`src/logic/temp_regs_pkg.sv`:
```
// Purpose: Shared constants for the thermometer register access block.
// Assumes: Pointer codes are the first data byte, sent after the address, in a bus write.
// Notes:   Read and write locations differ for the limit registers, except the remote low-byte limits at 0x13 and 0x14.
package temp_regs_pkg;
   // Converter code: unsigned eighths of a degree, 0.000 to 127.875.
   localparam int         CODE_W      = 10;
   localparam int         FRAC_W      = 3;
   localparam int         PAD_W       = 5;
   localparam int         FLAG_N      = 4;
   localparam int         LSB_MDEG    = 125;
   localparam logic [2:0] LAST_BIT    = 3'h7;
   localparam logic [7:0] PTR_RD_LOC  = 8'h00;
   localparam logic [7:0] PTR_RD_REMH = 8'h01;
   localparam logic [7:0] PTR_RD_LHI  = 8'h05;
   localparam logic [7:0] PTR_RD_LLO  = 8'h06;
   localparam logic [7:0] PTR_RD_RHI  = 8'h07;
   localparam logic [7:0] PTR_RD_RLO  = 8'h08;
   localparam logic [7:0] PTR_RD_REML = 8'h10;
   localparam logic [7:0] PTR_RD_RHIL = 8'h13;
   localparam logic [7:0] PTR_RD_RLOL = 8'h14;
   localparam logic [7:0] PTR_WR_LHI  = 8'h0b;
   localparam logic [7:0] PTR_WR_LLO  = 8'h0c;
   localparam logic [7:0] PTR_WR_RHI  = 8'h0d;
   localparam logic [7:0] PTR_WR_RLO  = 8'h0e;
   localparam logic [7:0] PTR_WR_RHIL = 8'h13;
   localparam logic [7:0] PTR_WR_RLOL = 8'h14;
   localparam logic [7:0] VALUE_RST   = 8'h80;
   localparam logic [7:0] LOWB_RST    = 8'h00;
   localparam logic [7:0] HI_LIM_RST  = 8'h7f;
   localparam logic [7:0] LO_LIM_RST  = 8'hc9;
   localparam logic [7:0] PTR_RST     = 8'h00;
   localparam logic [7:0] RD_UNMAPPED = 8'h00;
   localparam int         FLAG_LHIGH  = 3;
   localparam int         FLAG_LLOW   = 2;
   localparam int         FLAG_RHIGH  = 1;
   localparam int         FLAG_RLOW   = 0;

   typedef enum logic [2:0] {
      ST_IDLE  = 3'b000,
      ST_ADDR  = 3'b001,
      ST_AACK  = 3'b010,
      ST_WRITE = 3'b011,
      ST_WACK  = 3'b100,
      ST_READ  = 3'b101,
      ST_RACK  = 3'b110,
      ST_RNEXT = 3'b111
   } bus_state_t;
endpackage : temp_regs_pkg

```
`src/logic/pin_sync3.sv`:
```
// Purpose: Three-stage pin synchroniser with agreement filter.
// Assumes: Inputs are asynchronous to clk.
// Notes:   The output moves only when stages two and three agree.
`timescale 1ns/1ps
module pin_sync3 #(
   parameter int         W   = 2,
   parameter logic [1:0] RST = 2'h3
)(
   input  wire logic         clk,
   input  wire logic         rstn,
   input  wire logic [W-1:0] din,
   output logic      [W-1:0] dout
);
   logic [W-1:0] s1_r, s2_r, s3_r, dout_r;
   logic [W-1:0] dout_nxt;

   generate
      if (W != 2) begin : g_chk
         $error("pin_sync3 serves exactly two pins");
      end
   endgenerate

   always_comb begin
      dout_nxt = dout_r;
      for (int i = 0; i < W; i++) begin
         if (s2_r[i] == s3_r[i]) begin
            dout_nxt[i] = s3_r[i];
         end
      end
   end

   always_ff @(posedge clk or negedge rstn) begin
      if (!rstn) begin
         s1_r   <= RST;
         s2_r   <= RST;
         s3_r   <= RST;
         dout_r <= RST;
      end else begin
         s1_r   <= din;
         s2_r   <= s1_r;
         s3_r   <= s2_r;
         dout_r <= dout_nxt;
      end
   end

   assign dout = dout_r;
endmodule : pin_sync3

```
`src/logic/temp_monitor_register_access.sv`:
```
// Purpose: Bus target and value registers of a two-channel thermometer.
// Assumes: Converter gives unsigned eighths of a degree with a valid pulse.
// Notes:   Unmapped or wrong-direction reads return zero.
// Function
// - One converter LSB is one eighth of a degree Celsius.
// - Only zero to 127.875 degrees is reported; no negative codes.
// - Each conversion writes whole degrees, top bit zero, to the local byte and remote high byte.
// - Remote low byte holds eighths in its top three bits, rest zero.
// - After each store, compare both channels with their high and low limits.
// - Limit registers have separate read and write locations, except the remote low-byte limits, which share 0x13 and 0x14.
// - First data byte of every write loads the register pointer.
// - Pointer selects second write byte and later reads.
// - The pointer has no address; only the first write byte reaches it.
// - Temperature value registers change only from the converter.
// - Remote result is eleven bits split over high and low bytes.
// - Local and remote high values start at minus 128 degrees.
`timescale 1ns/1ps
module temp_monitor_register_access #(
   parameter logic [6:0] DEV_ADDR = 7'h4c
)(
   input  wire logic                              clk,
   input  wire logic                              rstn,
   input  wire logic                              scl_pin,
   input  wire logic                              sda_pin,
   output logic                                   sda_out,
   output logic                                   sda_oe_n,
   input  wire logic                              conv_valid,
   input  wire logic [temp_regs_pkg::CODE_W-1:0]  conv_local,
   input  wire logic [temp_regs_pkg::CODE_W-1:0]  conv_remote,
   output logic      [temp_regs_pkg::FLAG_N-1:0]  limit_flags
);
   import temp_regs_pkg::*;

   generate
      if (DEV_ADDR == 7'h00) begin : g_chk
         $error("device address must not be the general call address");
      end
   endgenerate

   logic [1:0] pins_s;
   logic       scl_s, sda_s, scl_rise, scl_fall, start_c, stop_c;

   pin_sync3 #(.W(2), .RST(2'h3)) u_sync (
      .clk  (clk),
      .rstn (rstn),
      .din  ({scl_pin, sda_pin}),
      .dout (pins_s)
   );

   // Bus group.
   bus_state_t state_r, state_nxt;
   logic [2:0] bit_cnt_r, bit_cnt_nxt;
   logic [7:0] shift_r, shift_nxt, ptr_r, ptr_nxt, rd_byte, wr_byte;
   logic       first_r, first_nxt, rw_r, rw_nxt, oe_n_r, oe_n_nxt;
   logic       scl_q_r, sda_q_r, sda_o_r;
   logic [7:0] lhi_r, llo_r, rhi_r, rlo_r, rhil_r, rlol_r;
   logic [7:0] lhi_nxt, llo_nxt, rhi_nxt, rlo_nxt, rhil_nxt, rlol_nxt;

   // Value group.
   logic [7:0]        loc_r, loc_nxt, remh_r, remh_nxt, reml_r, reml_nxt;
   logic              cmp_r, seen_r;
   logic [FLAG_N-1:0] flags_r, flags_nxt, flags_now;
   logic signed [10:0] rem11, rhi11, rlo11;

   assign scl_s    = pins_s[1];
   assign sda_s    = pins_s[0];
   assign scl_rise = scl_s & ~scl_q_r;
   assign scl_fall = ~scl_s & scl_q_r;
   assign start_c  = scl_s & scl_q_r & sda_q_r & ~sda_s;
   assign stop_c   = scl_s & scl_q_r & ~sda_q_r & sda_s;
   assign wr_byte  = {shift_r[6:0], sda_s};

   // Read locations only; write-only locations answer zero.
   always_comb begin
      case (ptr_r)
         PTR_RD_LOC:  rd_byte = loc_r;
         PTR_RD_REMH: rd_byte = remh_r;
         PTR_RD_REML: rd_byte = reml_r;
         PTR_RD_LHI:  rd_byte = lhi_r;
         PTR_RD_LLO:  rd_byte = llo_r;
         PTR_RD_RHI:  rd_byte = rhi_r;
         PTR_RD_RLO:  rd_byte = rlo_r;
         PTR_RD_RHIL: rd_byte = rhil_r;
         PTR_RD_RLOL: rd_byte = rlol_r;
         default:     rd_byte = RD_UNMAPPED;
      endcase
   end

   always_comb begin
      state_nxt   = state_r;
      bit_cnt_nxt = bit_cnt_r;
      shift_nxt   = shift_r;
      ptr_nxt     = ptr_r;
      first_nxt   = first_r;
      rw_nxt      = rw_r;
      oe_n_nxt    = oe_n_r;
      lhi_nxt     = lhi_r;
      llo_nxt     = llo_r;
      rhi_nxt     = rhi_r;
      rlo_nxt     = rlo_r;
      rhil_nxt    = rhil_r;
      rlol_nxt    = rlol_r;
      if (stop_c) begin
         state_nxt = ST_IDLE;
         oe_n_nxt  = 1'b1;
      end else if (start_c) begin
         state_nxt   = ST_ADDR;
         bit_cnt_nxt = 3'h0;
         first_nxt   = 1'b1;
         oe_n_nxt    = 1'b1;
      end else begin
         case (state_r)
            ST_ADDR: begin
               if (scl_rise) begin
                  shift_nxt   = wr_byte;
                  bit_cnt_nxt = bit_cnt_r + 3'h1;
                  if (bit_cnt_r == LAST_BIT) begin
                     state_nxt = ST_AACK;
                  end
               end
            end
            ST_AACK: begin
               if (scl_fall && oe_n_r) begin
                  if (shift_r[7:1] == DEV_ADDR) begin
                     oe_n_nxt = 1'b0;
                     rw_nxt   = shift_r[0];
                  end else begin
                     state_nxt = ST_IDLE;
                  end
               end else if (scl_fall) begin
                  bit_cnt_nxt = 3'h0;
                  if (rw_r) begin
                     shift_nxt = rd_byte;
                     oe_n_nxt  = rd_byte[7];
                     state_nxt = ST_READ;
                  end else begin
                     oe_n_nxt  = 1'b1;
                     state_nxt = ST_WRITE;
                  end
               end
            end
            ST_WRITE: begin
               if (scl_rise) begin
                  shift_nxt   = wr_byte;
                  bit_cnt_nxt = bit_cnt_r + 3'h1;
                  if (bit_cnt_r == LAST_BIT) begin
                     state_nxt = ST_WACK;
                     if (first_r) begin
                        ptr_nxt   = wr_byte;
                        first_nxt = 1'b0;
                     end else begin
                        // Value registers have no write location.
                        case (ptr_r)
                           PTR_WR_LHI:  lhi_nxt  = wr_byte;
                           PTR_WR_LLO:  llo_nxt  = wr_byte;
                           PTR_WR_RHI:  rhi_nxt  = wr_byte;
                           PTR_WR_RLO:  rlo_nxt  = wr_byte;
                           PTR_WR_RHIL: rhil_nxt = wr_byte;
                           PTR_WR_RLOL: rlol_nxt = wr_byte;
                           default:     ;
                        endcase
                     end
                  end
               end
            end
            ST_WACK: begin
               if (scl_fall && oe_n_r) begin
                  oe_n_nxt = 1'b0;
               end else if (scl_fall) begin
                  oe_n_nxt    = 1'b1;
                  bit_cnt_nxt = 3'h0;
                  state_nxt   = ST_WRITE;
               end
            end
            ST_READ: begin
               if (scl_rise) begin
                  bit_cnt_nxt = bit_cnt_r + 3'h1;
                  if (bit_cnt_r == LAST_BIT) begin
                     state_nxt = ST_RACK;
                  end
               end else if (scl_fall) begin
                  shift_nxt = {shift_r[6:0], 1'b0};
                  oe_n_nxt  = shift_r[6];
               end
            end
            ST_RACK: begin
               if (scl_fall) begin
                  oe_n_nxt = 1'b1;
               end else if (scl_rise) begin
                  state_nxt = sda_s ? ST_IDLE : ST_RNEXT;
               end
            end
            ST_RNEXT: begin
               // Repeated bytes come from the same location.
               if (scl_fall) begin
                  shift_nxt   = rd_byte;
                  oe_n_nxt    = rd_byte[7];
                  bit_cnt_nxt = 3'h0;
                  state_nxt   = ST_READ;
               end
            end
            default: begin
               oe_n_nxt = 1'b1;
            end
         endcase
      end
   end

   always_ff @(posedge clk or negedge rstn) begin
      if (!rstn) begin
         state_r   <= ST_IDLE;
         bit_cnt_r <= 3'h0;
         shift_r   <= 8'h00;
         ptr_r     <= PTR_RST;
         first_r   <= 1'b0;
         rw_r      <= 1'b0;
         oe_n_r    <= 1'b1;
         scl_q_r   <= 1'b1;
         sda_q_r   <= 1'b1;
         sda_o_r   <= 1'b0;
         lhi_r     <= HI_LIM_RST;
         llo_r     <= LO_LIM_RST;
         rhi_r     <= HI_LIM_RST;
         rlo_r     <= LO_LIM_RST;
         rhil_r    <= LOWB_RST;
         rlol_r    <= LOWB_RST;
      end else begin
         state_r   <= state_nxt;
         bit_cnt_r <= bit_cnt_nxt;
         shift_r   <= shift_nxt;
         ptr_r     <= ptr_nxt;
         first_r   <= first_nxt;
         rw_r      <= rw_nxt;
         oe_n_r    <= oe_n_nxt;
         scl_q_r   <= scl_s;
         sda_q_r   <= sda_s;
         sda_o_r   <= 1'b0;
         lhi_r     <= lhi_nxt;
         llo_r     <= llo_nxt;
         rhi_r     <= rhi_nxt;
         rlo_r     <= rlo_nxt;
         rhil_r    <= rhil_nxt;
         rlol_r    <= rlol_nxt;
      end
   end

   // Limits are signed; stored values never go negative.
   assign rem11 = {remh_r, reml_r[7:PAD_W]};
   assign rhi11 = {rhi_r, rhil_r[7:PAD_W]};
   assign rlo11 = {rlo_r, rlol_r[7:PAD_W]};

   always_comb begin
      flags_now             = '0;
      flags_now[FLAG_LHIGH] = $signed(loc_r) > $signed(lhi_r);
      flags_now[FLAG_LLOW]  = $signed(loc_r) < $signed(llo_r);
      flags_now[FLAG_RHIGH] = rem11 > rhi11;
      flags_now[FLAG_RLOW]  = rem11 < rlo11;
   end

   always_comb begin
      loc_nxt   = loc_r;
      remh_nxt  = remh_r;
      reml_nxt  = reml_r;
      flags_nxt = cmp_r ? flags_now : flags_r;
      if (conv_valid) begin
         // Code in eighths: upper bits are whole degrees, sign bit zero.
         loc_nxt  = {1'b0, conv_local[CODE_W-1:FRAC_W]};
         remh_nxt = {1'b0, conv_remote[CODE_W-1:FRAC_W]};
         reml_nxt = {conv_remote[FRAC_W-1:0], {PAD_W{1'b0}}};
      end
   end

   always_ff @(posedge clk or negedge rstn) begin
      if (!rstn) begin
         loc_r   <= VALUE_RST;
         remh_r  <= VALUE_RST;
         reml_r  <= LOWB_RST;
         cmp_r   <= 1'b0;
         seen_r  <= 1'b0;
         flags_r <= '0;
      end else begin
         loc_r   <= loc_nxt;
         remh_r  <= remh_nxt;
         reml_r  <= reml_nxt;
         cmp_r   <= conv_valid;
         seen_r  <= seen_r | conv_valid;
         flags_r <= flags_nxt;
      end
   end

   assign sda_out     = sda_o_r;
   assign sda_oe_n    = oe_n_r;
   assign limit_flags = flags_r;
endmodule : temp_monitor_register_access

```
`config.mk`:
```
export PLATFORM = sky130hd
export DESIGN_NAME = temp_monitor_register_access
export DESIGN_NICKNAME = d
export VERILOG_FILES = /design/src/logic/temp_regs_pkg.sv /design/src/logic/pin_sync3.sv /design/src/logic/temp_monitor_register_access.sv
export SDC_FILE = /design/constraint.sdc
export NUM_CORES = 1
export LEC_CHECK = 0
export BUFFER_PORTS_ARGS = -buffer_cell sky130_fd_sc_hd__buf_2
export CORE_MARGIN = 5
export CORE_UTILIZATION = 25
export DETAILED_ROUTE_END_ITERATION = 7
export GPL_TIMING_DRIVEN = 0
export PLACE_DENSITY = 0.36
export SYNTH_ARGS = -nofsm -noshare
export SYNTH_HDL_FRONTEND = slang
export SYNTH_SLANG_ARGS = --single-unit
```
`constraint.sdc`:
```
create_clock -name clk -period 3.8 [get_ports clk]
set_clock_uncertainty 0.2 [all_clocks]
set_input_delay 0.76 -clock clk [delete_from_list [all_inputs] [get_ports clk]]
set_output_delay 0.76 -clock clk [all_outputs]
set_load 0.01 [all_outputs]
```
==> results of run 1 <==
## report_power, final
group          switching, mW  leakage (nW)  internal (mW)  total (mW)
clock                  0.474         0.150          0.523       0.997
combinational          0.662          1.64          0.346        1.01
sequential            0.0750          1.29           1.24        1.31
total                   1.21          3.08           2.11        3.32
## synthesized netlist by cell type (6+ instances only)
master	count	area (um^2)
mux2_2	55	619
nor3_1	9	45.0
clkbuf_1	11	41.3
nand4_1	11	68.8
nand3_1	11	55.1
o21ai_0	20	100
mux2i_1	7	70.1
nand2b_1	9	56.3
buf_2	15	75.1
dfrtp_1	72	1800
inv_1	44	165
a22o_1	7	61.3
a21oi_1	31	155
nand2_1	37	139
nor2_1	25	93.8
nor2b_1	6	37.5
mux2_1	16	180
a211oi_1	6	45.0
dfstp_2	34	893
a21o_1	6	45.0
ha_1	43	538
mux2_4	8	120
## logic make-up (layout without fill, tap and decap cells)
logic type               after synthesis  count (layout)  share of synthesized area
multiplexers                          86              86                      0.159
flip-flops                           106             106                      0.434
other                                  1               1                   0.000603
buffers and inverters                 78             122                     0.0519
AO/OA/AOI/OAI                        120             120                      0.131
adder cells (fa/ha/maj)               45              45                     0.0898
AND/OR/NAND/NOR                      143             143                      0.133
XOR/XNOR                               1               1                    0.00141
## registers in the layout, indices dropped and copies added, names as in the netlist, 4 cells and up
register	cells
ptr_r	8
rlo_r	8
remh_r	7
llo_r	8
loc_r	8
limit_flags	4
rhi_r	8
rhil_r	8
lhi_r	8
shift_r	8
rlol_r	8
## per-stage QoR
stage	hold slack [ns]	worst slack [ns]
after CTS	0.160	0.743
final	0.157	0.712
after global placement	0.146	0.399
after detailed placement	0.148	0.770
after global routing	0.171	0.498
after floorplan	0.145	1.14
## how the worst min path moves through the flow
| stage | from | endpoint | slack [ns] | cells after the start |
|---|---|---|---|---|
| finish | u_sync.s1_r[0] | u_sync.s2_r[0] | 0.16 | 0 |
| global route | u_sync.s1_r[1] | u_sync.s2_r[1] | 0.17 | 0 |
| CTS | u_sync.s1_r[0] | u_sync.s2_r[0] | 0.16 | 0 |
| detailed placement | u_sync.s1_r[0] | u_sync.s2_r[0] | 0.15 | 0 |
| global placement | u_sync.s1_r[1] | u_sync.s2_r[1] | 0.15 | 0 |
| floorplan | u_sync.s1_r[0] | u_sync.s2_r[0] | 0.15 | 0 |
## area by class of cell
cell class,instances,area (um^2)
clock inverter,6,73.8
inverter,44,165
timing repair buffer,28,174
tap,324,405
sequential,106,2700
buffer,34,158
fill,2553,17300
multi-input combinational,396,3200
clock buffer,10,229
## layer usage
layer  routed length (um)  track usage  vias up
met1                 9290        0.194     2288
met2                 8050        0.195       94
met5                    0            0        -
li1                     -            -     2190
met3                  630       0.0217       23
met4                  349       0.0452        0
## worst reg2reg max path, cell delays in order, from the launching register on
cell and delay [ns]:
dfstp_2 0.53, buf_4 0.15, nand2b_1 0.10, buf_2 0.20, inv_1 0.06, ha_1 0.18
clkbuf_1 0.21, nor3b_1 0.20, o21a_1 0.17, a211oi_1 0.34, nand3_2 0.19, or3_1 0.37
o211ai_1 0.11
## placed cells by master (no fill, tap or decap), types with 11 or more instances in the layout
cell type  count
nand4_1       11
inv_1         44
o21ai_0       20
dfstp_2       34
buf_2         40
a21oi_1       31
ha_1          43
mux2_2        55
nand3_1       11
nand2_1       37
dfrtp_1       72
nor2_1        25
mux2_1        16
clkbuf_1      12
## timing repair
item | in CTS | in global routing
resized for setup | 0 | 0
hold buffers | 1 | 0
hold endpoints to repair | 3 | 0
==> reports/qor.csv, run 1 <==
metric,value,unit
Setup TNS Final,0,ns
CTS Sinks,106,
Routed Antenna Nets,0,
Root Buffer,clkbuf_16,
number of H-tree levels,3,
Num CTS Buffers,9,
slowest cell on the critical path,dfstp_2,
Tmin final,3.09,ns
Initial Utilization,0.255,
ys async rst share,1.00,
Setup crit end,state_r[0],
grt ovf,0,
nets,687,
design area,0.00710,mm^2
cell depth of the worst setup path,12,
routed vias/inst,4.85,
Worst Tran Pin Value,0.745,ns
initial antenna violation count,0,
Routed Wire Length,18300,um
first-pass GRT wire length,28400,um
clk slew on worst S/H paths,0.08,ns
largest net degree at the start of global routing,95,
crit-path cells,"buf_4, nand2b_1, buf_2, inv_1, ha_1, clkbuf_1, nor3b_1, o21a_1, a211oi_1, nand3_2, or3_1, o211ai_1",
DR pass1 iterations,5,
share of layout cells above drive strength 1,0.277,
relative max-transition margin,0.503,
Avg WL per Cell,19.3,um
Final setup viols,0,
fin util,0.291,
CP max stage delay,0.53,ns
area post-placement,0.00679,mm^2
number of synthesized flops with an enable pin,0,
Final Wtd Congestion,0.854,
CTS tree,done,
Die Area,0.0281,mm^2
Slew Limit Fails,0,
Final HPWL DP,13500,um
Worst Path Buf+Inv,4,
Port Buf Inserts,26,
leakage,3.08,nW
Worst EP arrival,3.16,ns
outcome,"complete, no violations",
CP Data Required Time,3.88,ns
Synth Flop Type,dfrtp_1,
Die Span X,168,um
die height,168,um
antenna cells,0,
Hold Path Class,flip-flop to flip-flop,
Rows,57,
Placed Cells incl. Taps,931,
Post-Syn Area,0.00622,mm^2
drt drc,0,
CP Launch Point,u_sync.dout[1],
Max Freq,324,MHz
core area,0.0244,mm^2
setup bufs post-CTS,0,
VDD IR max,0.194,mV
io pins,31,
Syn Area/Cell,10.7,um^2
Yosys warnings,0,
Design Power,3.32,mW
Max Cap Viol,0,
P&R area growth vs syn,14.2,%
total track usage,0.132,
"Distinct cells, synth",70,
fin crit share,0.813,
crit path max fanout,9,
clock tree buffer depth,2,
Reg2Reg Depth,12,
Setup crit end kind,flip-flop,
Finished Layout Cells,948,
vias in the first global route,4581,
sequential share of the synthesized area,0.434,
vias,4595,
Top delay family on crit path,simple AND/OR/NAND/NOR gates,
DRT iter0 DRCs,401,
critical path class,flip-flop to flip-flop,
Final Hold Fails,0,
Yosys reg bits,106,
PD cells,467,mW/mm^2
FF-to-FF setup slack,0.71,ns
syn nets,648,
worst skew pair latency,0.37,ns
RSZ-0062 raised after global routing,false,
crit start category,flip-flop,
FF-to-FF End,state_r[0],
Synth Instances,580,
Reg-to-Reg Start,u_sync.dout[1],
No activity file was read; power rests on OpenSTA's default activity.
==> run 2: changes to the inputs <==
==> constraint.sdc (replaced) <==
create_clock -name clk -period 2.9 [get_ports clk]
set_clock_uncertainty 0.2 [all_clocks]
set_input_delay 0.58 -clock clk [delete_from_list [all_inputs] [get_ports clk]]
set_output_delay 0.58 -clock clk [all_outputs]
set_load 0.01 [all_outputs]
==> run 2 against run 1 <==
Non-clock buffer count is 1 lower. Die area unchanged. Flip-flop and latch count unchanged. Worst setup slack got worse by 0.54 ns. Register-to-register slack worse by 0.54 ns. Clock power is 31% higher. Critical path depth shrank 1. Clock-buffer cell count did not move. Largest power group unchanged.
==> reports/qor.csv, run 2 (same netlist as run 1, synthesis figures left out) <==
metric,value,unit
Initial Utilization,0.255,
Setup crit end kind,flip-flop,
FF-to-FF setup slack,0.17,ns
Finished Layout Cells,947,
Die Area,0.0281,mm^2
Routed Antenna Nets,0,
clock tree buffer depth,2,
io pins,31,
Design Power,4.36,mW
crit-path cells,"buf_4, nand2b_1, clkbuf_4, inv_1, ha_2, nor3b_1, o21a_1, a211oi_2, nand3_2, or3_1, o211ai_1",
first-pass GRT wire length,28500,um
Reg2Reg Depth,11,
vias in the first global route,4581,
core area,0.0244,mm^2
RSZ-0062 raised after global routing,true,
Placed Cells incl. Taps,931,
antenna cells,0,
design area,0.00711,mm^2
Worst Tran Pin Value,0.728,ns
"commonest non-fill, non-tap cell in the layout",dfrtp_1,
cell depth of the worst setup path,11,
Final setup viols,0,
Slew Limit Fails,0,
PD cells,613,mW/mm^2
crit path max fanout,9,
Root Buffer,clkbuf_16,
grt ovf,0,
Reg-to-Reg Start,u_sync.dout[1],
CP Data Required Time,2.98,ns
Logic pwr share,0.305,
worst skew pair latency,0.37,ns
switching share of total power,0.364,
Hold Path Class,input port to flip-flop,
Internal,2.77,mW
fin crit share,0.942,
nets,686,
CP Launch Point,u_sync.dout[1],
Worst Path Buf+Inv,3,
relative max-transition margin,0.514,
total track usage,0.132,
Port Buf Inserts,26,
pre-CTS setup slack,-0.130,ns
Setup TNS Final,0,ns
initial antenna violation count,0,
critical path class,flip-flop to flip-flop,
Num CTS Buffers,9,
depth of the worst hold-timing path,1,
hold_sp,scl_pin,
worst hold endpoint,u_sync.s1_r[1],
DRT iter0 DRCs,403,
Max Freq,366,MHz
VDD IR max,0.256,mV
DR pass1 iterations,5,
routed vias/inst,4.84,
Sequential Power Share,0.395,
Rows,57,
Top delay family on crit path,simple AND/OR/NAND/NOR gates,
Final Wtd Congestion,0.854,
CP max stage delay,0.53,ns
Final HPWL DP,13500,um
Avg WL per Cell,19.3,um
vias,4586,
area post-placement,0.00679,mm^2
largest net degree at the start of global routing,95,
P_sw,1.59,mW
Routed Wire Length,18300,um
Worst EP arrival,2.81,ns
leakage,3.08,nW
slowest cell on the critical path,dfstp_2,
FF-to-FF End,state_r[0],
clk slew on worst S/H paths,0.08,ns
final setup margin,0.169,ns
fillcell total,2555,
most frequent cells in the layout,"dfrtp_1 (72), mux2_2 (55), inv_1 (44)",
outcome,"complete, no violations",
number of H-tree levels,3,
share of layout cells above drive strength 1,0.284,
Die Span X,168,um
setup bufs post-CTS,0,
Tmin final,2.73,ns
die height,168,um
Max Cap Viol,0,
CTS tree,done,
Final Hold Fails,0,
drt drc,0,
clock power share,0.300,
crit start category,flip-flop,
P&R area growth vs syn,14.4,%
CTS Sinks,106,
run 2: changes by cell type in the layout (fill, tap and decap cells not counted):
cell	previous run	this run
clkbuf_4	0	1
a211oi_2	0	1
buf_2	40	39
clkbuf_1	12	10
ha_1	43	42
ha_2	0	1
clkbuf_2	0	1
a21oi_1	31	30
a211oi_1	6	5
a21oi_2	1	2
run 2: worst reg2reg max path: cells and delay by family (launching register included):
family | cells | cell delay, ns
AOI/OAI and AO/OA | 3 | 0.50
adders and majority gates | 1 | 0.23
buffers and inverters | 3 | 0.39
DFF | 1 | 0.53
and+or+nand+nor | 4 | 0.80
run 2: through the flow:
step,util,hold slack (ns)
after CTS,0.291,0.0879
after global placement,0.277,0.146
after global routing,0.291,0.0898
final,0.291,0.109
after floorplan,-,0.0844
after detailed placement,0.278,0.148
run 2: worst max path at each step:
stage	slack, ns	endpoint
after floorplan	0.24	state_r[0]
after global placement	-0.32	cmp_r
after detailed placement	-0.13	state_r[0]
after CTS	0.02	state_r[0]
after global routing	-0.01	state_r[0]
final	0.17	state_r[0]
run 2: power by group through the flow:
stage	registers (mW)	clock network [mW]	logic, mW
2_1_floorplan	1.72	0	0.869
3_3_place_gp	1.75	0	1.32
3_5_place_dp	1.75	0	1.32
4_1_cts	1.72	1.35	1.34
5_1_grt	1.74	1.41	1.49
6_report	1.72	1.31	1.33
run 2: cell type report:
cell class              count  area [um^2]  area share
clock buffers              10          229      0.0322
clock inverters             6         73.8      0.0104
inverters                  44          165      0.0232
flip-flops and latches    106         2700       0.379
plain buffers              33          158      0.0222
multi-input cells         396         3210       0.451
repair buffers             28          174      0.0245
well taps                 324          405      0.0570
run 2: timing repair:
item                                    4_1_cts  5_1_grt
hold endpoints to repair                      6        0
hold buffers                                  1        0
resized for setup                             1        5
pin swaps                                     0        1
endpoints found under the setup margin        3       13
run 2: layer usage:
layer | up-vias | GRT usage | share of wire
met1 | 2302 | 0.194 | 0.51
met2 | 77 | 0.195 | 0.44
li1 | 2187 | - | -
met5 | - | 0 | 0
met3 | 20 | 0.0217 | 0.028
met4 | 0 | 0.0452 | 0.019
==> run 3: changes to the inputs <==
--- a/config.mk
+++ b/config.mk
@@ -7,10 +7,11 @@
 export LEC_CHECK = 0
 export BUFFER_PORTS_ARGS = -buffer_cell sky130_fd_sc_hd__buf_2
 export CORE_MARGIN = 5
-export CORE_UTILIZATION = 25
+export CORE_UTILIZATION = 55
 export DETAILED_ROUTE_END_ITERATION = 7
 export GPL_TIMING_DRIVEN = 0
-export PLACE_DENSITY = 0.36
+export PLACE_DENSITY = 0.7
+export RECOVER_POWER = 25
 export SYNTH_ARGS = -nofsm -noshare
 export SYNTH_HDL_FRONTEND = slang
 export SYNTH_SLANG_ARGS = --single-unit
==> run 3 against run 2 <==
Sequential share of layout area rose by 1.4 points. Core utilization grew 34 points. Hold slack improved by 0.011 ns. Flip-flop and latch count stayed put. Routed wire length is 14% lower. Highest routed layer unchanged. Sequential power barely moved. Critical endpoint unchanged. Power down 3.2%. Non-clock buffer count increased by 1. Final cell count is 19% lower. Largest cell class unchanged. Combinational power is essentially flat. Clock-buffer cell count did not move.
==> reports/qor.csv, run 3 (same netlist as run 1, synthesis figures left out) <==
metric,value,unit
RSZ-0062 raised after global routing,false,
fin util,0.627,
Routed Wire Length,15700,um
Final setup viols,0,
Tmin final,2.75,ns
vias,4722,
fin crit share,0.949,
Hold Path Class,input port to flip-flop,
slowest cell on the critical path,dfstp_1,
Hold WS,0.120,ns
area of the multi-input gates,0.00321,mm^2
clock tree buffer depth,2,
register area,0.00270,mm^2
leakage,3.06,nW
drt drc,0,
Final Wtd Congestion,0.936,
Num CTS Buffers,9,
outcome,"complete, no violations",
crit-path cells,"buf_4, nand2b_1, clkbuf_4, inv_1, ha_2, nor3b_1, o21a_1, a211oi_2, nand3_2, or3_1, o211ai_1",
total track usage,0.246,
largest net degree at the start of global routing,58,
final setup margin,0.149,ns
antenna cells,0,
worst skew pair latency,0.36,ns
Placed Cells incl. Taps,747,
Top delay family on crit path,simple AND/OR/NAND/NOR gates,
nets,687,
P&R area growth vs syn,10.4,%
clk slew on worst S/H paths,0.07,ns
hold buffer count at cts,0,
io pins,31,
Worst Path Buf+Inv,3,
Avg WL per Cell,20.5,um
crit path max fanout,9,
"commonest non-fill, non-tap cell in the layout",dfrtp_1,
CTS tree,done,
initial antenna violation count,0,
Rows,38,
routed vias/inst,6.18,
pre-CTS setup slack,-0.0584,ns
Slew Limit Fails,0,
Setup TNS Final,0,ns
CTS Sinks,106,
first-pass GRT wire length,25100,um
VDD IR max,0.520,mV
CP max stage delay,0.52,ns
Max Freq,363,MHz
Routed Antenna Nets,0,
DRT iter0 DRCs,378,
DR pass1 iterations,7,
die height,116,um
fillcell total,916,
Initial Utilization,0.568,
Final Hold Fails,0,
number of H-tree levels,3,
Root Buffer,clkbuf_16,
Worst Tran Pin Value,1.26,ns
most frequent cells in the layout,"dfrtp_1 (72), mux2_2 (55), inv_1 (44)",
Die Span X,116,um
Die Area,0.0135,mm^2
CP Data Required Time,2.97,ns
Setup crit end kind,flip-flop,
Final HPWL DP,11700,um
crit start category,flip-flop,
Finished Layout Cells,764,
Worst EP arrival,2.82,ns
grt ovf,0,
share of layout cells above drive strength 1,0.282,
relative max-transition margin,0.159,
critical path class,flip-flop to flip-flop,
Max Cap Viol,0,
Port Buf Inserts,26,
core area,0.0109,mm^2
vias in the first global route,4623,
PD cells,615,mW/mm^2
-- run 3: cell count changes in the layout (fill, tap and decap cells not counted), moves of 2 or more --
cell,previous run,this run
buf_4,3,5
dfstp_1,0,3
clkinvlp_4,0,3
dfstp_2,34,31
-- run 3: worst paths after layout --
kind | start | endpoint | slack, ns | cells after the start
max in group asynchronous | rstn | loc_r[7] | 1.29 | 2
min in group asynchronous | rstn | state_r[2] | 0.28 | 1
max reg2reg | u_sync.dout[1] | state_r[0] | 0.15 | 11
min reg2reg | u_sync.s1_r[1] | u_sync.s2_r[1] | 0.16 | 0
min | sda_pin | u_sync.s1_r[0] | 0.12 | 1
max | u_sync.dout[1] | state_r[0] | 0.15 | 11
-- run 3: cell type report --
cell class | count | area share
Inverter | 44 | 0.0241
Clock buffer | 10 | 0.0348
Clock inverter | 6 | 0.00711
Timing Repair Buffer | 29 | 0.0250
Multi-Input combinational cell | 396 | 0.468
Tap cell | 140 | 0.0255
Buffer | 33 | 0.0230
Sequential cell | 106 | 0.393
-- run 3: stage by stage --
stage / power [mW] / area, um^2
floorplan: 2.59 / 6220
global placement: 2.97 / 6520
detailed placement: 3.00 / 6550
CTS: 4.20 / 6850
global route: 4.48 / 6860
finish: 4.22 / 6860
-- run 3: timing repair --
item | CTS | global route
setup endpoints to repair | 2 | 14
resized for setup | 2 | 4
buffers inserted | 0 | 2
-- run 3: metal layers --
metal	global-route usage	up-vias	routed length, um
met5	0	-	0
li1	-	2193	-
met3	0.0549	25	1040
met1	0.360	2340	7400
met2	0.369	164	6960
met4	0.0665	0	272
-- run 3: power by group --
| part | internal, mW | switching [mW] |
|---|---|---|
| combinational | 0.481 | 0.839 |
| clock | 0.614 | 0.573 |
| sequential | 1.62 | 0.0930 |
| total | 2.72 | 1.51 |
